===== src/tt_defines.svh =====
// register map, field positions, reset values and timing figures of the tick timer
`ifndef TT_DEFINES_SVH
`define TT_DEFINES_SVH

`define TT_AW            8
`define TT_OFF_MODE      8'h00
`define TT_OFF_STATUS    8'h04
`define TT_OFF_VAL_ACK   8'h08
`define TT_OFF_VAL_IMG   8'h0C
`define TT_OFF_IRQ_MASK  8'h10

`define TT_LIM_W         20
`define TT_CNT_W         12
`define TT_LIM_MSB       19
`define TT_EN_BIT        24
`define TT_IRQ_EN_BIT    25
`define TT_FLAG_BIT      0
`define TT_MASK_BIT      0
`define TT_ELAPSED_LSB   20
`define TT_ELAPSED_MSB   31

`define TT_LIM_RST       20'hFFFFF
`define TT_MASK_RST      1'b1

`define TT_PRESC_W       4
`define TT_PRESC_DIV     16
`define TT_PRESC_LAST    4'hF

`endif


===== src/tt_pkg.sv =====
// types shared by the tick timer
`default_nettype none
package tt_pkg;
   typedef enum logic [2:0] {
      TT_SEL_MODE     = 3'b000,
      TT_SEL_STATUS   = 3'b001,
      TT_SEL_VAL_ACK  = 3'b010,
      TT_SEL_VAL_IMG  = 3'b011,
      TT_SEL_IRQ_MASK = 3'b100,
      TT_SEL_NONE     = 3'b111
   } tt_sel_t;
endpackage
`default_nettype wire


===== src/tt_periodic_timer.sv =====
// periodic interval tick timer with apb register access
//
// Our own choice: the APB register port.
`include "tt_defines.svh"
`timescale 1ns/100ps
`default_nettype none

module tt_periodic_timer (
   input  wire logic                 clk,
   input  wire logic                 srst,
   input  wire logic                 ce,
   input  wire logic                 dbg_halt,
   input  wire logic                 psel,
   input  wire logic                 penable,
   input  wire logic                 pwrite,
   input  wire logic [`TT_AW-1:0]    paddr,
   input  wire logic [31:0]          pwdata,
   output logic      [31:0]          prdata,
   output logic                      pready,
   output logic                      pslverr,
   output logic                      irq
);

   logic [`TT_PRESC_W-1:0]  presc_r;
   logic [`TT_LIM_W-1:0]    interval_count_r;
   logic [`TT_LIM_W-1:0]    interval_count_nxt;
   logic [`TT_CNT_W-1:0]    elapsed_interval_count_r;
   logic [`TT_CNT_W-1:0]    elapsed_interval_count_nxt;
   logic [`TT_LIM_W-1:0]    interval_limit_r;
   logic                    timer_enable_bit_r;
   logic                    tick_irq_enable_r;
   logic                    tick_irq_enable_nxt;
   logic                    irq_mask_r;
   logic                    irq_mask_nxt;
   logic                    tick_flag_r;
   logic                    tick_flag_nxt;
   logic                    prdata_nxt_valid;
   logic [31:0]             rdata_w;
   logic                    tick_w;
   logic                    stopped_w;
   logic                    wrap_w;
   logic                    acc_w;
   logic                    done_w;
   logic                    wr_w;
   logic                    ack_rd_w;
   logic                    img_rd_w;
   logic                    mode_wr_w;
   logic                    status_w1c_w;
   logic                    mask_wr_w;
   tt_pkg::tt_sel_t         sel_w;

   // ---------------- apb decode ----------------
   always_comb begin
      case (paddr)
         `TT_OFF_MODE:     sel_w = tt_pkg::TT_SEL_MODE;
         `TT_OFF_STATUS:   sel_w = tt_pkg::TT_SEL_STATUS;
         `TT_OFF_VAL_ACK:  sel_w = tt_pkg::TT_SEL_VAL_ACK;
         `TT_OFF_VAL_IMG:  sel_w = tt_pkg::TT_SEL_VAL_IMG;
         `TT_OFF_IRQ_MASK: sel_w = tt_pkg::TT_SEL_IRQ_MASK;
         default:          sel_w = tt_pkg::TT_SEL_NONE;
      endcase
   end

   // one wait state: data is captured in the first access cycle, pready follows
   assign acc_w    = ce && psel && penable && !pready;
   assign done_w   = ce && psel && penable && pready;
   assign wr_w     = done_w && pwrite;
   // the clearing read acts when its data is captured, so the value returned and
   // the clear see the same counter state and no wrap can fall between them
   assign ack_rd_w = acc_w && !pwrite && (sel_w == tt_pkg::TT_SEL_VAL_ACK);
   assign img_rd_w = acc_w && !pwrite && (sel_w == tt_pkg::TT_SEL_VAL_IMG);
   assign mode_wr_w    = wr_w && (sel_w == tt_pkg::TT_SEL_MODE);
   assign status_w1c_w = wr_w && (sel_w == tt_pkg::TT_SEL_STATUS) && pwdata[`TT_FLAG_BIT];
   assign mask_wr_w    = wr_w && (sel_w == tt_pkg::TT_SEL_IRQ_MASK);

   always_comb begin
      rdata_w = 32'h00000000;
      prdata_nxt_valid = 1'b1;
      case (sel_w)
         tt_pkg::TT_SEL_MODE: begin
            rdata_w[`TT_LIM_MSB:0]   = interval_limit_r;
            rdata_w[`TT_EN_BIT]      = timer_enable_bit_r;
            rdata_w[`TT_IRQ_EN_BIT]  = tick_irq_enable_r;
         end
         tt_pkg::TT_SEL_STATUS:
            rdata_w[`TT_FLAG_BIT] = tick_flag_r;
         tt_pkg::TT_SEL_VAL_ACK,
         tt_pkg::TT_SEL_VAL_IMG:
            rdata_w = {elapsed_interval_count_r, interval_count_r};
         tt_pkg::TT_SEL_IRQ_MASK:
            rdata_w[`TT_MASK_BIT] = irq_mask_r;
         default:
            prdata_nxt_valid = 1'b0;
      endcase
   end

   always_ff @(posedge clk) begin
      if (srst) begin
         pready  <= 1'b0;
         prdata  <= 32'h00000000;
         pslverr <= 1'b0;
      end else if (acc_w) begin
         pready  <= 1'b1;
         prdata  <= pwrite ? 32'h00000000 : rdata_w;
         pslverr <= !prdata_nxt_valid;
      end else if (done_w) begin
         pready  <= 1'b0;
         pslverr <= 1'b0;
      end
   end

   // ---------------- mode and mask registers ----------------
   assign tick_irq_enable_nxt = mode_wr_w ? pwdata[`TT_IRQ_EN_BIT] : tick_irq_enable_r;
   assign irq_mask_nxt        = mask_wr_w ? pwdata[`TT_MASK_BIT] : irq_mask_r;

   always_ff @(posedge clk) begin
      if (srst) begin
         interval_limit_r   <= `TT_LIM_RST;
         timer_enable_bit_r <= 1'b0;
         tick_irq_enable_r  <= 1'b0;
         irq_mask_r         <= `TT_MASK_RST;
      end else begin
         // a new limit only changes the compare value, counters are untouched
         if (mode_wr_w) begin
            interval_limit_r   <= pwdata[`TT_LIM_MSB:0];
            timer_enable_bit_r <= pwdata[`TT_EN_BIT];
         end
         tick_irq_enable_r <= tick_irq_enable_nxt;
         irq_mask_r        <= irq_mask_nxt;
      end
   end

   // ---------------- timebase ----------------
   // prescaler freezes with the counters in debug state so the phase is kept
   assign tick_w = ce && !dbg_halt && (presc_r == `TT_PRESC_LAST);

   always_ff @(posedge clk) begin
      if (srst) begin
         presc_r <= '0;
      end else if (ce && !dbg_halt) begin
         presc_r <= presc_r + 1'b1;
      end
   end

   // ---------------- interval and elapsed counters ----------------
   // enable is only looked at while parked at zero, so a clear lets the
   // current interval finish and a set starts a clean interval
   assign stopped_w = (interval_count_r == '0) && !timer_enable_bit_r;
   assign wrap_w    = tick_w && !stopped_w && (interval_count_r == interval_limit_r);

   always_comb begin
      interval_count_nxt         = interval_count_r;
      elapsed_interval_count_nxt = elapsed_interval_count_r;
      if (ack_rd_w) begin
         elapsed_interval_count_nxt = '0;
      end
      if (tick_w && !stopped_w) begin
         if (wrap_w) begin
            interval_count_nxt = '0;
            // modulo 2^12 by width; a wrap beside an ack counts as the first
            elapsed_interval_count_nxt = elapsed_interval_count_nxt + 1'b1;
         end else begin
            interval_count_nxt = interval_count_r + 1'b1;
         end
      end
   end

   always_ff @(posedge clk) begin
      if (srst) begin
         interval_count_r         <= '0;
         elapsed_interval_count_r <= '0;
      end else begin
         interval_count_r         <= interval_count_nxt;
         elapsed_interval_count_r <= elapsed_interval_count_nxt;
      end
   end

   // ---------------- tick flag and interrupt ----------------
   // a wrap in the same cycle as a clear keeps the flag set
   assign tick_flag_nxt = (tick_flag_r && !ack_rd_w && !status_w1c_w) || wrap_w;

   always_ff @(posedge clk) begin
      if (srst) begin
         tick_flag_r <= 1'b0;
         irq         <= 1'b0;
      end else begin
         tick_flag_r <= tick_flag_nxt;
         irq         <= tick_flag_nxt && tick_irq_enable_nxt && irq_mask_nxt;
      end
   end
endmodule

`default_nettype wire


===== config.mk =====
export PLATFORM = sky130hd
export DESIGN_NAME = tt_periodic_timer
export DESIGN_NICKNAME = d
export VERILOG_FILES = /design/src/tt_pkg.sv /design/src/tt_periodic_timer.sv
export VERILOG_INCLUDE_DIRS = /design/src
export SDC_FILE = /design/constraint.sdc
export NUM_CORES = 1
export LEC_CHECK = 0
export BUFFER_PORTS_ARGS = -buffer_cell sky130_fd_sc_hd__buf_4
export CAP_MARGIN = 25
export CORE_MARGIN = 2
export CORE_UTILIZATION = 55
export CTS_BUF_LIST = sky130_fd_sc_hd__clkbuf_16
export CTS_CLUSTER_DIAMETER = 40
export CTS_CLUSTER_SIZE = 28
export DETAILED_ROUTE_END_ITERATION = 8
export PLACE_DENSITY = 0.87
export RECOVER_POWER = 50
export SETUP_SLACK_MARGIN = 0.02
export SYNTH_ARGS = -nofsm -noshare
export SYNTH_HDL_FRONTEND = slang
export SYNTH_SLANG_ARGS = --single-unit

===== constraint.sdc =====
create_clock -name clk -period 4.8 [get_ports clk]
set_input_delay 0.24 -clock clk [delete_from_list [all_inputs] [get_ports clk]]
set_output_delay 0.24 -clock clk [all_outputs]
set_load 0.05 [all_outputs]

==> After elaboration in Yosys (flattened, before gate mapping) <==
Index checks and enable logic that the tools add are counted.
{ "totals": {"ff_bits": 95, "out_inout_bits": 35, "wordCells": 77} }
{ "op_classes": {"n_addsub": 3, "n_eq_ne": 10, "muxes": 17, "reduce_logical": 35} }
{ "ops": {"columns": ["operator", "count"], "rows": [
  ["19-bit one-hot mux with 2 select lines", 1],
  ["12-bit two-way mux", 3],
  ["32-bit two-way mux", 1],
  ["20-bit by 1-bit adder with 20-bit output (second input constant)", 1],
  ["20-bit equality test", 1],
  ["1-bit logical AND", 20],
  ["20-bit zero test", 1],
  ["20-bit two-way mux", 1],
  ["8-bit by 4-bit equality test with 1-bit output (second input constant)", 2],
  ["3-bit one-hot mux with 5 select lines", 1],
  ["12-bit by 1-bit adder with 12-bit output (second input constant)", 1],
  ["8-bit by 3-bit equality test with 1-bit output (second input constant)", 1],
  ["8-bit by 5-bit equality test with 1-bit output (second input constant)", 1],
  ["1-bit zero test", 8],
  ["8-bit zero test", 1],
  ["3-bit by 2-bit equality test with 1-bit output (second input constant)", 2],
  ["1-bit two-way mux", 6],
  ["6-bit two-way mux", 1],
  ["5-bit OR reduction", 1],
  ["4-bit by 1-bit adder with 4-bit output (second input constant)", 1],
  ["4-bit equality test (second input constant)", 1],
  ["4-bit two-way mux", 1],
  ["1-bit one-hot mux with 4 select lines", 1],
  ["2-bit one-hot mux with 2 select lines", 1],
  ["6 further kinds", 6]
]} }

==> Logic depth before layout (Yosys ltp) <==
Gate-level depths: netlist of run 1.
{ "depth": {"word_depth": 11, "ltp_mapped": 10, "mapped_depth_nobuf": 9} }

==> Worst setup path after synthesis of run 1 <==
OpenSTA, ideal clock, no wires.
{ "synth_path": {"path_type": "register to register", "from": "register pready", "to": "register elapsed_interval_count_r[2]", "arrival_ns": 2.094, "setup_slack_ns": 2.635, "stages_incl_launch_ff": 10, "path_cell_list": "dfxtp_1 > nand4b_1 > nor2_1 > nand3_1 > nor2_1 > nor2b_1 > ha_1 > inv_1 > or3_1 > a21oi_1"} }
{ "synth_via": {"elab_chain_cells": 8} }
{ "synth_lines": {"columns": ["item", "line_no", "source"], "rows": [
  ["start, declared", "tt_periodic_timer.sv:19", "output logic pready,"],
  ["start signal, assigned", "tt_periodic_timer.sv:99", "pready <= 1'b0;"],
  ["start signal, assigned", "tt_periodic_timer.sv:103", "pready <= 1'b1;"],
  ["start signal, assigned", "tt_periodic_timer.sv:107", "pready <= 1'b0;"],
  ["1-bit zero test (*)", "tt_periodic_timer.sv:65", "assign acc_w = ce && psel && penable && !pready;"],
  ["1-bit logical AND (*)", "tt_periodic_timer.sv:65", null],
  ["1-bit logical AND (*)", null, null],
  ["1-bit logical AND (*)", "tt_periodic_timer.sv:70", "assign ack_rd_w = acc_w && !pwrite && (sel_w == tt_pkg::TT_SEL_VAL_ACK);"],
  ["12-bit two-way mux (*)", "tt_periodic_timer.sv:154", "if (ack_rd_w) begin"],
  ["12-bit by 1-bit adder with 12-bit output", "tt_periodic_timer.sv:161", "elapsed_interval_count_nxt = elapsed_interval_count_nxt + 1'b1;"],
  ["12-bit two-way mux", "tt_periodic_timer.sv:158", "if (wrap_w) begin"],
  ["12-bit two-way mux (*)", "tt_periodic_timer.sv:157", "if (tick_w && !stopped_w) begin"],
  ["end signal, assigned", "tt_periodic_timer.sv:174", "elapsed_interval_count_r <= elapsed_interval_count_nxt;"],
  ["end, declared", "tt_periodic_timer.sv:27", "logic [`TT_CNT_W-1:0] elapsed_interval_count_r;"]
]} }
Every way passes the cells marked *; elsewhere a longest branch is shown, timed or not.
A chain may end at the register's enable or synchronous reset.

==> Worst setup path after layout of run 1 <==
{ "layout_path": {"from": "register pready", "to": "register elapsed_interval_count_r[8]"} }
The elaborated chain is that of the path after synthesis.

==> results of run 1 <==
## kinds of logic (layout without fill, tap and decap cells)
kind of cell / after synthesis / after routing
AO/OA/AOI/OAI: 88 / 88
adder cells (fa/ha/maj): 4 / 4
buffers and inverters: 38 / 97
flip-flops: 95 / 95
AND/OR/NAND/NOR: 224 / 224
multiplexers: 3 / 3
XOR/XNOR: 43 / 43
## cell type report
class,instances,area [µm²],area share
clock inverter,7,96.3,0.0196
inverter,7,26.3,0.00535
multi-input combinational,362,2090,0.427
tap,99,124,0.0252
clock buffer,9,225,0.0459
timing repair buffer,74,440,0.0897
sequential,95,1900,0.387
## per-stage QoR
step	cells	setup WS [ns]	hold slack (ns)	instance area, µm²
finish	653	1.49	0.103	4910
global route	653	1.14	0.107	4910
CTS	653	2.16	0.103	5040
detailed placement	637	2.18	0.453	4720
global placement	636	2.26	0.449	4690
floorplan	495	2.64	0.364	4160
## cell usage after synthesis, types with 2 or more instances
| master | instances | area share |
|---|---|---|
| nand2_1 | 86 | 0.078 |
| clkbuf_1 | 25 | 0.023 |
| nor2_1 | 48 | 0.043 |
| nand4b_1 | 2 | 0.0042 |
| buf_2 | 2 | 0.0024 |
| buf_6 | 3 | 0.0081 |
| inv_1 | 6 | 0.0054 |
| and4_1 | 4 | 0.0084 |
| nand3b_1 | 2 | 0.0036 |
| nor4_1 | 5 | 0.0075 |
| or4_1 | 5 | 0.0090 |
| xor2_1 | 19 | 0.040 |
| nand3_1 | 30 | 0.036 |
| mux2i_1 | 3 | 0.0072 |
| and3_1 | 9 | 0.014 |
| ha_1 | 4 | 0.012 |
| nor4b_1 | 2 | 0.0042 |
| xnor2_1 | 23 | 0.048 |
| nand4_1 | 13 | 0.020 |
| o31ai_1 | 5 | 0.0090 |
| o21a_1 | 2 | 0.0036 |
| or3_1 | 6 | 0.0090 |
| a21oi_1 | 36 | 0.043 |
| nor4_2 | 2 | 0.0060 |
| o21ai_0 | 8 | 0.0096 |
| dfxtp_1 | 95 | 0.46 |
| a22oi_1 | 33 | 0.060 |
## placed cells by master (no fill, tap or decap), types with 6 or more instances in the layout
master and n:
clkbuf_1 36, nor2_1 48, and3_1 9, nand3_1 30
buf_4 37, inv_1 6, or3_1 6, clkbuf_16 9
nand4_1 13, a21oi_1 36, xnor2_1 23, nand2_1 86
xor2_1 19, o21ai_0 8, dfxtp_1 95, a22oi_1 33
## critical path, stage by stage (launching register included)
cell	delay [ns]
dfxtp_1	0.37
nand4b_1	0.12
clkbuf_1	1.18
nor2_1	0.22
nand3_1	0.23
o21ai_0	0.16
inv_1	0.09
ha_1	0.26
nand4_1	0.14
or3_1	0.32
a21oi_1	0.14
## report_power, final
group | leakage [nW] | internal [mW] | total [mW] | switching (mW)
logic | 0.909 | 0.0243 | 0.0565 | 0.0322
registers | 0.766 | 0.790 | 0.791 | 0.00157
clock network | 0.160 | 0.458 | 0.763 | 0.305
## worst paths after layout
check,from,endpoint,slack (ns),cells past startpoint
hold / removal,pwdata[11],interval_limit_r[11]$_SDFFE_PP1P_,0.10,3
hold reg to reg,elapsed_interval_count_r[5]$_SDFF_PP0_,prdata[25]$_SDFFE_PP0P_,0.49,2
setup reg to reg,pready$_SDFFE_PP0P_,elapsed_interval_count_r[8]$_SDFF_PP0_,1.49,10
setup / recovery,pready$_SDFFE_PP0P_,elapsed_interval_count_r[8]$_SDFF_PP0_,1.49,10
## routing by layer
layer | GRT usage | routed length, µm | vias to the layer above
met4 | 0.101 | 196 | 0
met5 | 0 | 0 | -
met3 | 0.0398 | 482 | 18
li1 | - | - | 1827
met2 | 0.406 | 4970 | 129
met1 | 0.328 | 4480 | 1796
## sequential cells by signal, indices dropped and copies added (netlist names), 4 cells and up
register	cells
elapsed_interval_count_r	12
interval_count_r	20
interval_limit_r	20
prdata	32
presc_r	4
==> metrics.md, run 1 <==
| Metric | Value |
|---|---|
| Status | `finished with violations` |
| Violated checks | `max-capacitance violations, max-slew violations` |
| Post-Synth Simple-Gate Area | `0.259` |
| Total congestion overflow | `0` |
| H-tree levels | `3` |
| CP Launch Type | `flip-flop` |
| Tot Pwr | `1.61 mW` |
| Critical Path RT | `5.07 ns` |
| Post-route DRC | `0` |
| Cell Area, Synth | `slightly above 0.004 mm²` |
| Netlist cell types | `44` |
| Multiplexer area fraction after synthesis | `0.00722` |
| Quantity of hold-fixing buffers added after cts | `0` |
| Setup repair bufs after CTS | `0` |
| Fin. Hold Viols | `0` |
| WL final | `roughly 10 mm` |
| Fmax | `302 MHz` |
| Post-synth EDFFs | `0` |
| Seq/Total Area, Yosys | `0.457` |
| Finished Core Util | `0.673` |
| CP Capture Type | `flip-flop` |
| Setup tns final | `0 ns` |
| Clock transition at path regs | `about 0.070 ns` |
| Vias per std cell | `roughly 5.8` |
| Number of port buffers | `71` |
| Max-cap violations | `1` |
| Initial Util | `0.570` |
| Core area | `~0.0073 mm²` |
| Synth Area per Inst | `roughly 8.4 µm²` |
| Clock Tree Root | `clkbuf_16` |
| Routed via count | `~3.8k` |
| CTS Buf Count | `9` |
| Slew margin rel. | `-0.0906` |
| DIE WIDTH | `approximately 91 µm` |
| Skew final | `a little under 0.007 ns` |
| Fraction of layout cells with a size suffix above 1 | `0.110` |
| Row cnt | `31` |
| Post-CTS resize count | `0` |
| Layout Nets | `600` |
| # clock sinks | `between 90 and 100` |
| CTS tree | `done` |
| CTS Buffer Depth | `2` |
| Initial DRC count | `281` |
| P&R area growth vs syn | `18.1%` |
| Synth Area in Adders | `0.0120` |
| Final setup violating endpoints | `0` |
| Synth Instances | `between 400 and 500` |
| Xor and xnor area share after synthesis | `0.0924` |
| Pleak | `1.84 nW` |
| Critical path type | `reg -> reg` |
| Hold WC Path Type | `in -> reg` |
| Async SR Flop Fraction | `0` |
| Measured slew at the worst slew-check pin | `between 1.5 and 2 ns` |
| Via count of the first global-routing pass | `between 3k and 4k` |
| Total GRT Usage | `0.248` |
| 1st-pass router iterations | `5` |
| Critical Path AT | `about 3.6 ns` |
| Pwr/cell area | `approximately 330 mW/mm²` |
| Worst vdd ir | `0.200 mV` |
| Die span in y | `between 90 and 100 µm` |
| Main combinational cell family by area after synthesis | `simple AND/OR/NAND/NOR gates` |
| Gpl congestion | `between 0.8 and 0.9` |
| Detailed Place HPWL | `a little under 7 mm` |
| Compound-Gate Fraction of Synth Area | `0.132` |
| Later-pin clock latency in the skew report | `0.34 ns` |
| # diodes | `0` |
| Fin. max-slew vios | `37` |
| Global-route wire length before repair | `between 15 and 20 mm` |
| Fillers | `roughly 630` |
| Clock period minus worst slack | `between 3 and 4 ns` |
| Final cycle utilization of the critical path | `0.690` |
| Post-DRT Antenna Nets | `0` |
| Syn_nets | `roughly 550` |
| Pin count of the biggest net entering global routing | `46` |
| Unrepaired setup endpoints after global routing | `no` |
| Top Ports | `slightly above 80` |
| Critical path fanouts, max | `36` |
| Routed wire per std cell | `15.5 µm` |
| Yosys warns | `0` |
| Main synth FF type | `dfxtp_1` |
| Initial antenna violation count | `0` |
| Yosys reg bits | `95` |
| Area of the die | `between 0.008 and 0.009 mm²` |
Power figures use the tool's default switching activity.
==> run 2, diff against run 1 <==
==> constraint.sdc (replaced) <==
create_clock -name clk -period 3.4 [get_ports clk]
set_input_delay 0.17 -clock clk [delete_from_list [all_inputs] [get_ports clk]]
set_output_delay 0.17 -clock clk [all_outputs]
set_load 0.05 [all_outputs]
==> run 2 against run 1 <==
  * The flow now finishes without violations
  * Register-to-register slack got worse by 0.81 ns
  * Critical path depth decreased by 2
  * Combinational power rose by 44%
  * Via count rose by 1.6%
  * Critical path type unchanged
==> metrics.md, run 2 (synthesis gave the netlist of run 1 again) <==
| Metric | Value |
|---|---|
| Status | `finished clean (was finished with violations)` |
| H-tree levels | `3 (unchanged)` |
| Total congestion overflow | `0 (unchanged)` |
| Number of port buffers | `71 (unchanged)` |
| Via count of the first global-routing pass | `3525 (was 3486)` |
| Clock transition at path regs | `0.06 ns (was 0.07 ns)` |
| Critical path fanouts, max | `25 (was 36)` |
| Most common cell after layout, fill and taps aside | `dfxtp_1 (unchanged)` |
| Final cycle utilization of the critical path | `0.802 (was 0.690)` |
| Routed via count | `3832 (was 3770)` |
| # diodes | `0 (unchanged)` |
| Pleak | `1.82 nW (was 1.84 nW)` |
| Post-route DRC | `0 (unchanged)` |
| Critical path type | `reg -> reg (unchanged)` |
| Top Ports | `82 (unchanged)` |
| Fillers | `639 (was 632)` |
| Max-cap violations | `0 (was 1)` |
| CTS tree | `done (unchanged)` |
| Measured slew at the worst slew-check pin | `0.957 ns (was 1.64 ns)` |
| P&R area growth vs syn | `16.9% (was 18.1%)` |
| Pin count of the biggest net entering global routing | `46 (unchanged)` |
| Initial Util | `0.570 (unchanged)` |
| Fraction of layout cells with a size suffix above 1 | `0.106 (was 0.110)` |
| CTS Buffer Depth | `2 (unchanged)` |
| Layout Nets | `601 (was 600)` |
| Fmax | `367 MHz (was 302 MHz)` |
| Hold WS | `0.0315 ns (was 0.103 ns)` |
| Clock Tree Root | `clkbuf_16 (unchanged)` |
| Cell Count, Final, Fillers Out | `653 (unchanged)` |
| Quantity of hold-fixing buffers added after cts | `0 (unchanged)` |
| Regs by FF count | `prdata (32), interval_count_r (20), interval_limit_r (20) (unchanged)` |
| Detailed Place HPWL | `6.81 mm (was 6.80 mm)` |
| Initial antenna violation count | `0 (unchanged)` |
| Area of the die | `0.00827 mm² (unchanged)` |
| Unrepaired setup endpoints after global routing | `no (unchanged)` |
| Dpl ws | `0.808 ns (was 2.18 ns)` |
| Vias per std cell | `5.87 (was 5.77)` |
| Fin. Hold Viols | `0 (unchanged)` |
| Setup repair bufs after CTS | `0 (unchanged)` |
| Post-CTS resize count | `0 (unchanged)` |
| CTS Buf Count | `9 (unchanged)` |
| # clock sinks | `95 (unchanged)` |
| Pwr/cell area | `446 mW/mm² (was 328 mW/mm²)` |
| Top reg by flops | `prdata (unchanged)` |
| Core area | `0.00729 mm² (unchanged)` |
| Skew final | `0.00775 ns (was 0.00673 ns)` |
| CP Capture Type | `flip-flop (unchanged)` |
| Placed Cells | `638 (was 637)` |
| Later-pin clock latency in the skew report | `0.34 ns (about the same)` |
| Slew margin rel. | `0.362 (was -0.0906)` |
| Most frequent cells in the layout | `dfxtp_1, nand2_1, nor2_1 (unchanged)` |
| Gpl congestion | `0.909 (was 0.884)` |
| Hold WC Path Type | `in -> reg (unchanged)` |
| WL final | `10.4 mm (was 10.1 mm)` |
| Finished Core Util | `0.666 (was 0.673)` |
| Routed wire per std cell | `16.0 µm (was 15.5 µm)` |
| Max reg flops | `32 (unchanged)` |
| Setup tns final | `0 ns (unchanged)` |
| Clock period minus worst slack | `2.73 ns (was 3.31 ns)` |
| 1st-pass router iterations | `5 (unchanged)` |
| Fin. max-slew vios | `0 (was 37)` |
| DIE WIDTH | `90.9 µm (unchanged)` |
| Total GRT Usage | `0.257 (was 0.248)` |
| Post-DRT Antenna Nets | `0 (unchanged)` |
| Final worst slack | `0.672 ns (was 1.49 ns)` |
| Worst vdd ir | `0.319 mV (was 0.200 mV)` |
| Initial DRC count | `215 (was 281)` |
| CP Launch Type | `flip-flop (unchanged)` |
| Critical Path RT | `3.67 ns (was 5.07 ns)` |
| Global-route wire length before repair | `17.2 mm (was 16.7 mm)` |
| Worst R2R Setup Slack | `0.67 ns (was 1.49 ns)` |
| Row cnt | `31 (unchanged)` |
| Die span in y | `90.9 µm (unchanged)` |
| Critical Path AT | `3.00 ns (was 3.58 ns)` |
| Final setup violating endpoints | `0 (unchanged)` |
-- run 2: changes by cell type in the layout (fill, tap and decap cells not counted), sizes merged --
cell and change:
buf +2, bufinv -1, clkbuf -1, clkinv -4
clkinvlp +2, inv +2
-- run 2: cell type report --
class | instances | area (µm²) | share of cell area
Multi-Input combinational cell | 362 | 2090 | 0.431
Tap cell | 99 | 124 | 0.0255
Sequential cell | 95 | 1900 | 0.391
Clock inverter | 6 | 56.3 | 0.0116
Inverter | 7 | 26.3 | 0.00541
Clock buffer | 9 | 225 | 0.0463
Timing Repair Buffer | 75 | 432 | 0.0888
-- run 2: power breakdown --
group | internal, mW | leakage, nW | switching, mW | total, mW
clock network | 0.558 | 0.141 | 0.410 | 0.968
registers | 1.12 | 0.766 | 0.00225 | 1.12
logic | 0.0356 | 0.911 | 0.0459 | 0.0815
total | 1.71 | 1.82 | 0.458 | 2.17
-- run 2: through the flow --
step | power, mW | cell area (µm²)
3_5_place_dp | 1.22 | 4710
2_1_floorplan | 1.18 | 4160
4_1_cts | 2.17 | 4990
3_3_place_gp | 1.22 | 4710
5_1_grt | 2.23 | 4860
6_report | 2.17 | 4860
-- run 2: worst paths after layout --
path	to	depth (start not counted)	start
min	interval_limit_r[4]$_SDFFE_PP1P_	3	pwdata[4]
max reg2reg	elapsed_interval_count_r[9]$_SDFF_PP0_	8	interval_count_r[0]$_SDFFE_PP0P_
min reg2reg	interval_limit_r[4]$_SDFFE_PP1P_	2	interval_limit_r[4]$_SDFFE_PP1P_
max	elapsed_interval_count_r[9]$_SDFF_PP0_	8	interval_count_r[0]$_SDFFE_PP0P_
-- run 2: worst max-delay path, cell delays in order, from the launching register on --
cell and delay, ns:
dfxtp_1 0.47, inv_1 0.08, ha_1 0.20, nor4b_1 0.14, nand3_1 0.10, o21a_1 0.40
nand3_2 0.48, or4_1 0.64, a21oi_1 0.15
-- run 2: layer usage --
layer  GRT usage  wire, µm  up-vias
li1            -         -     1826
met1       0.330      4410     1830
met2       0.428      5220      156
met3      0.0373       582       20
met4       0.117       216        0
met5           0         0        -
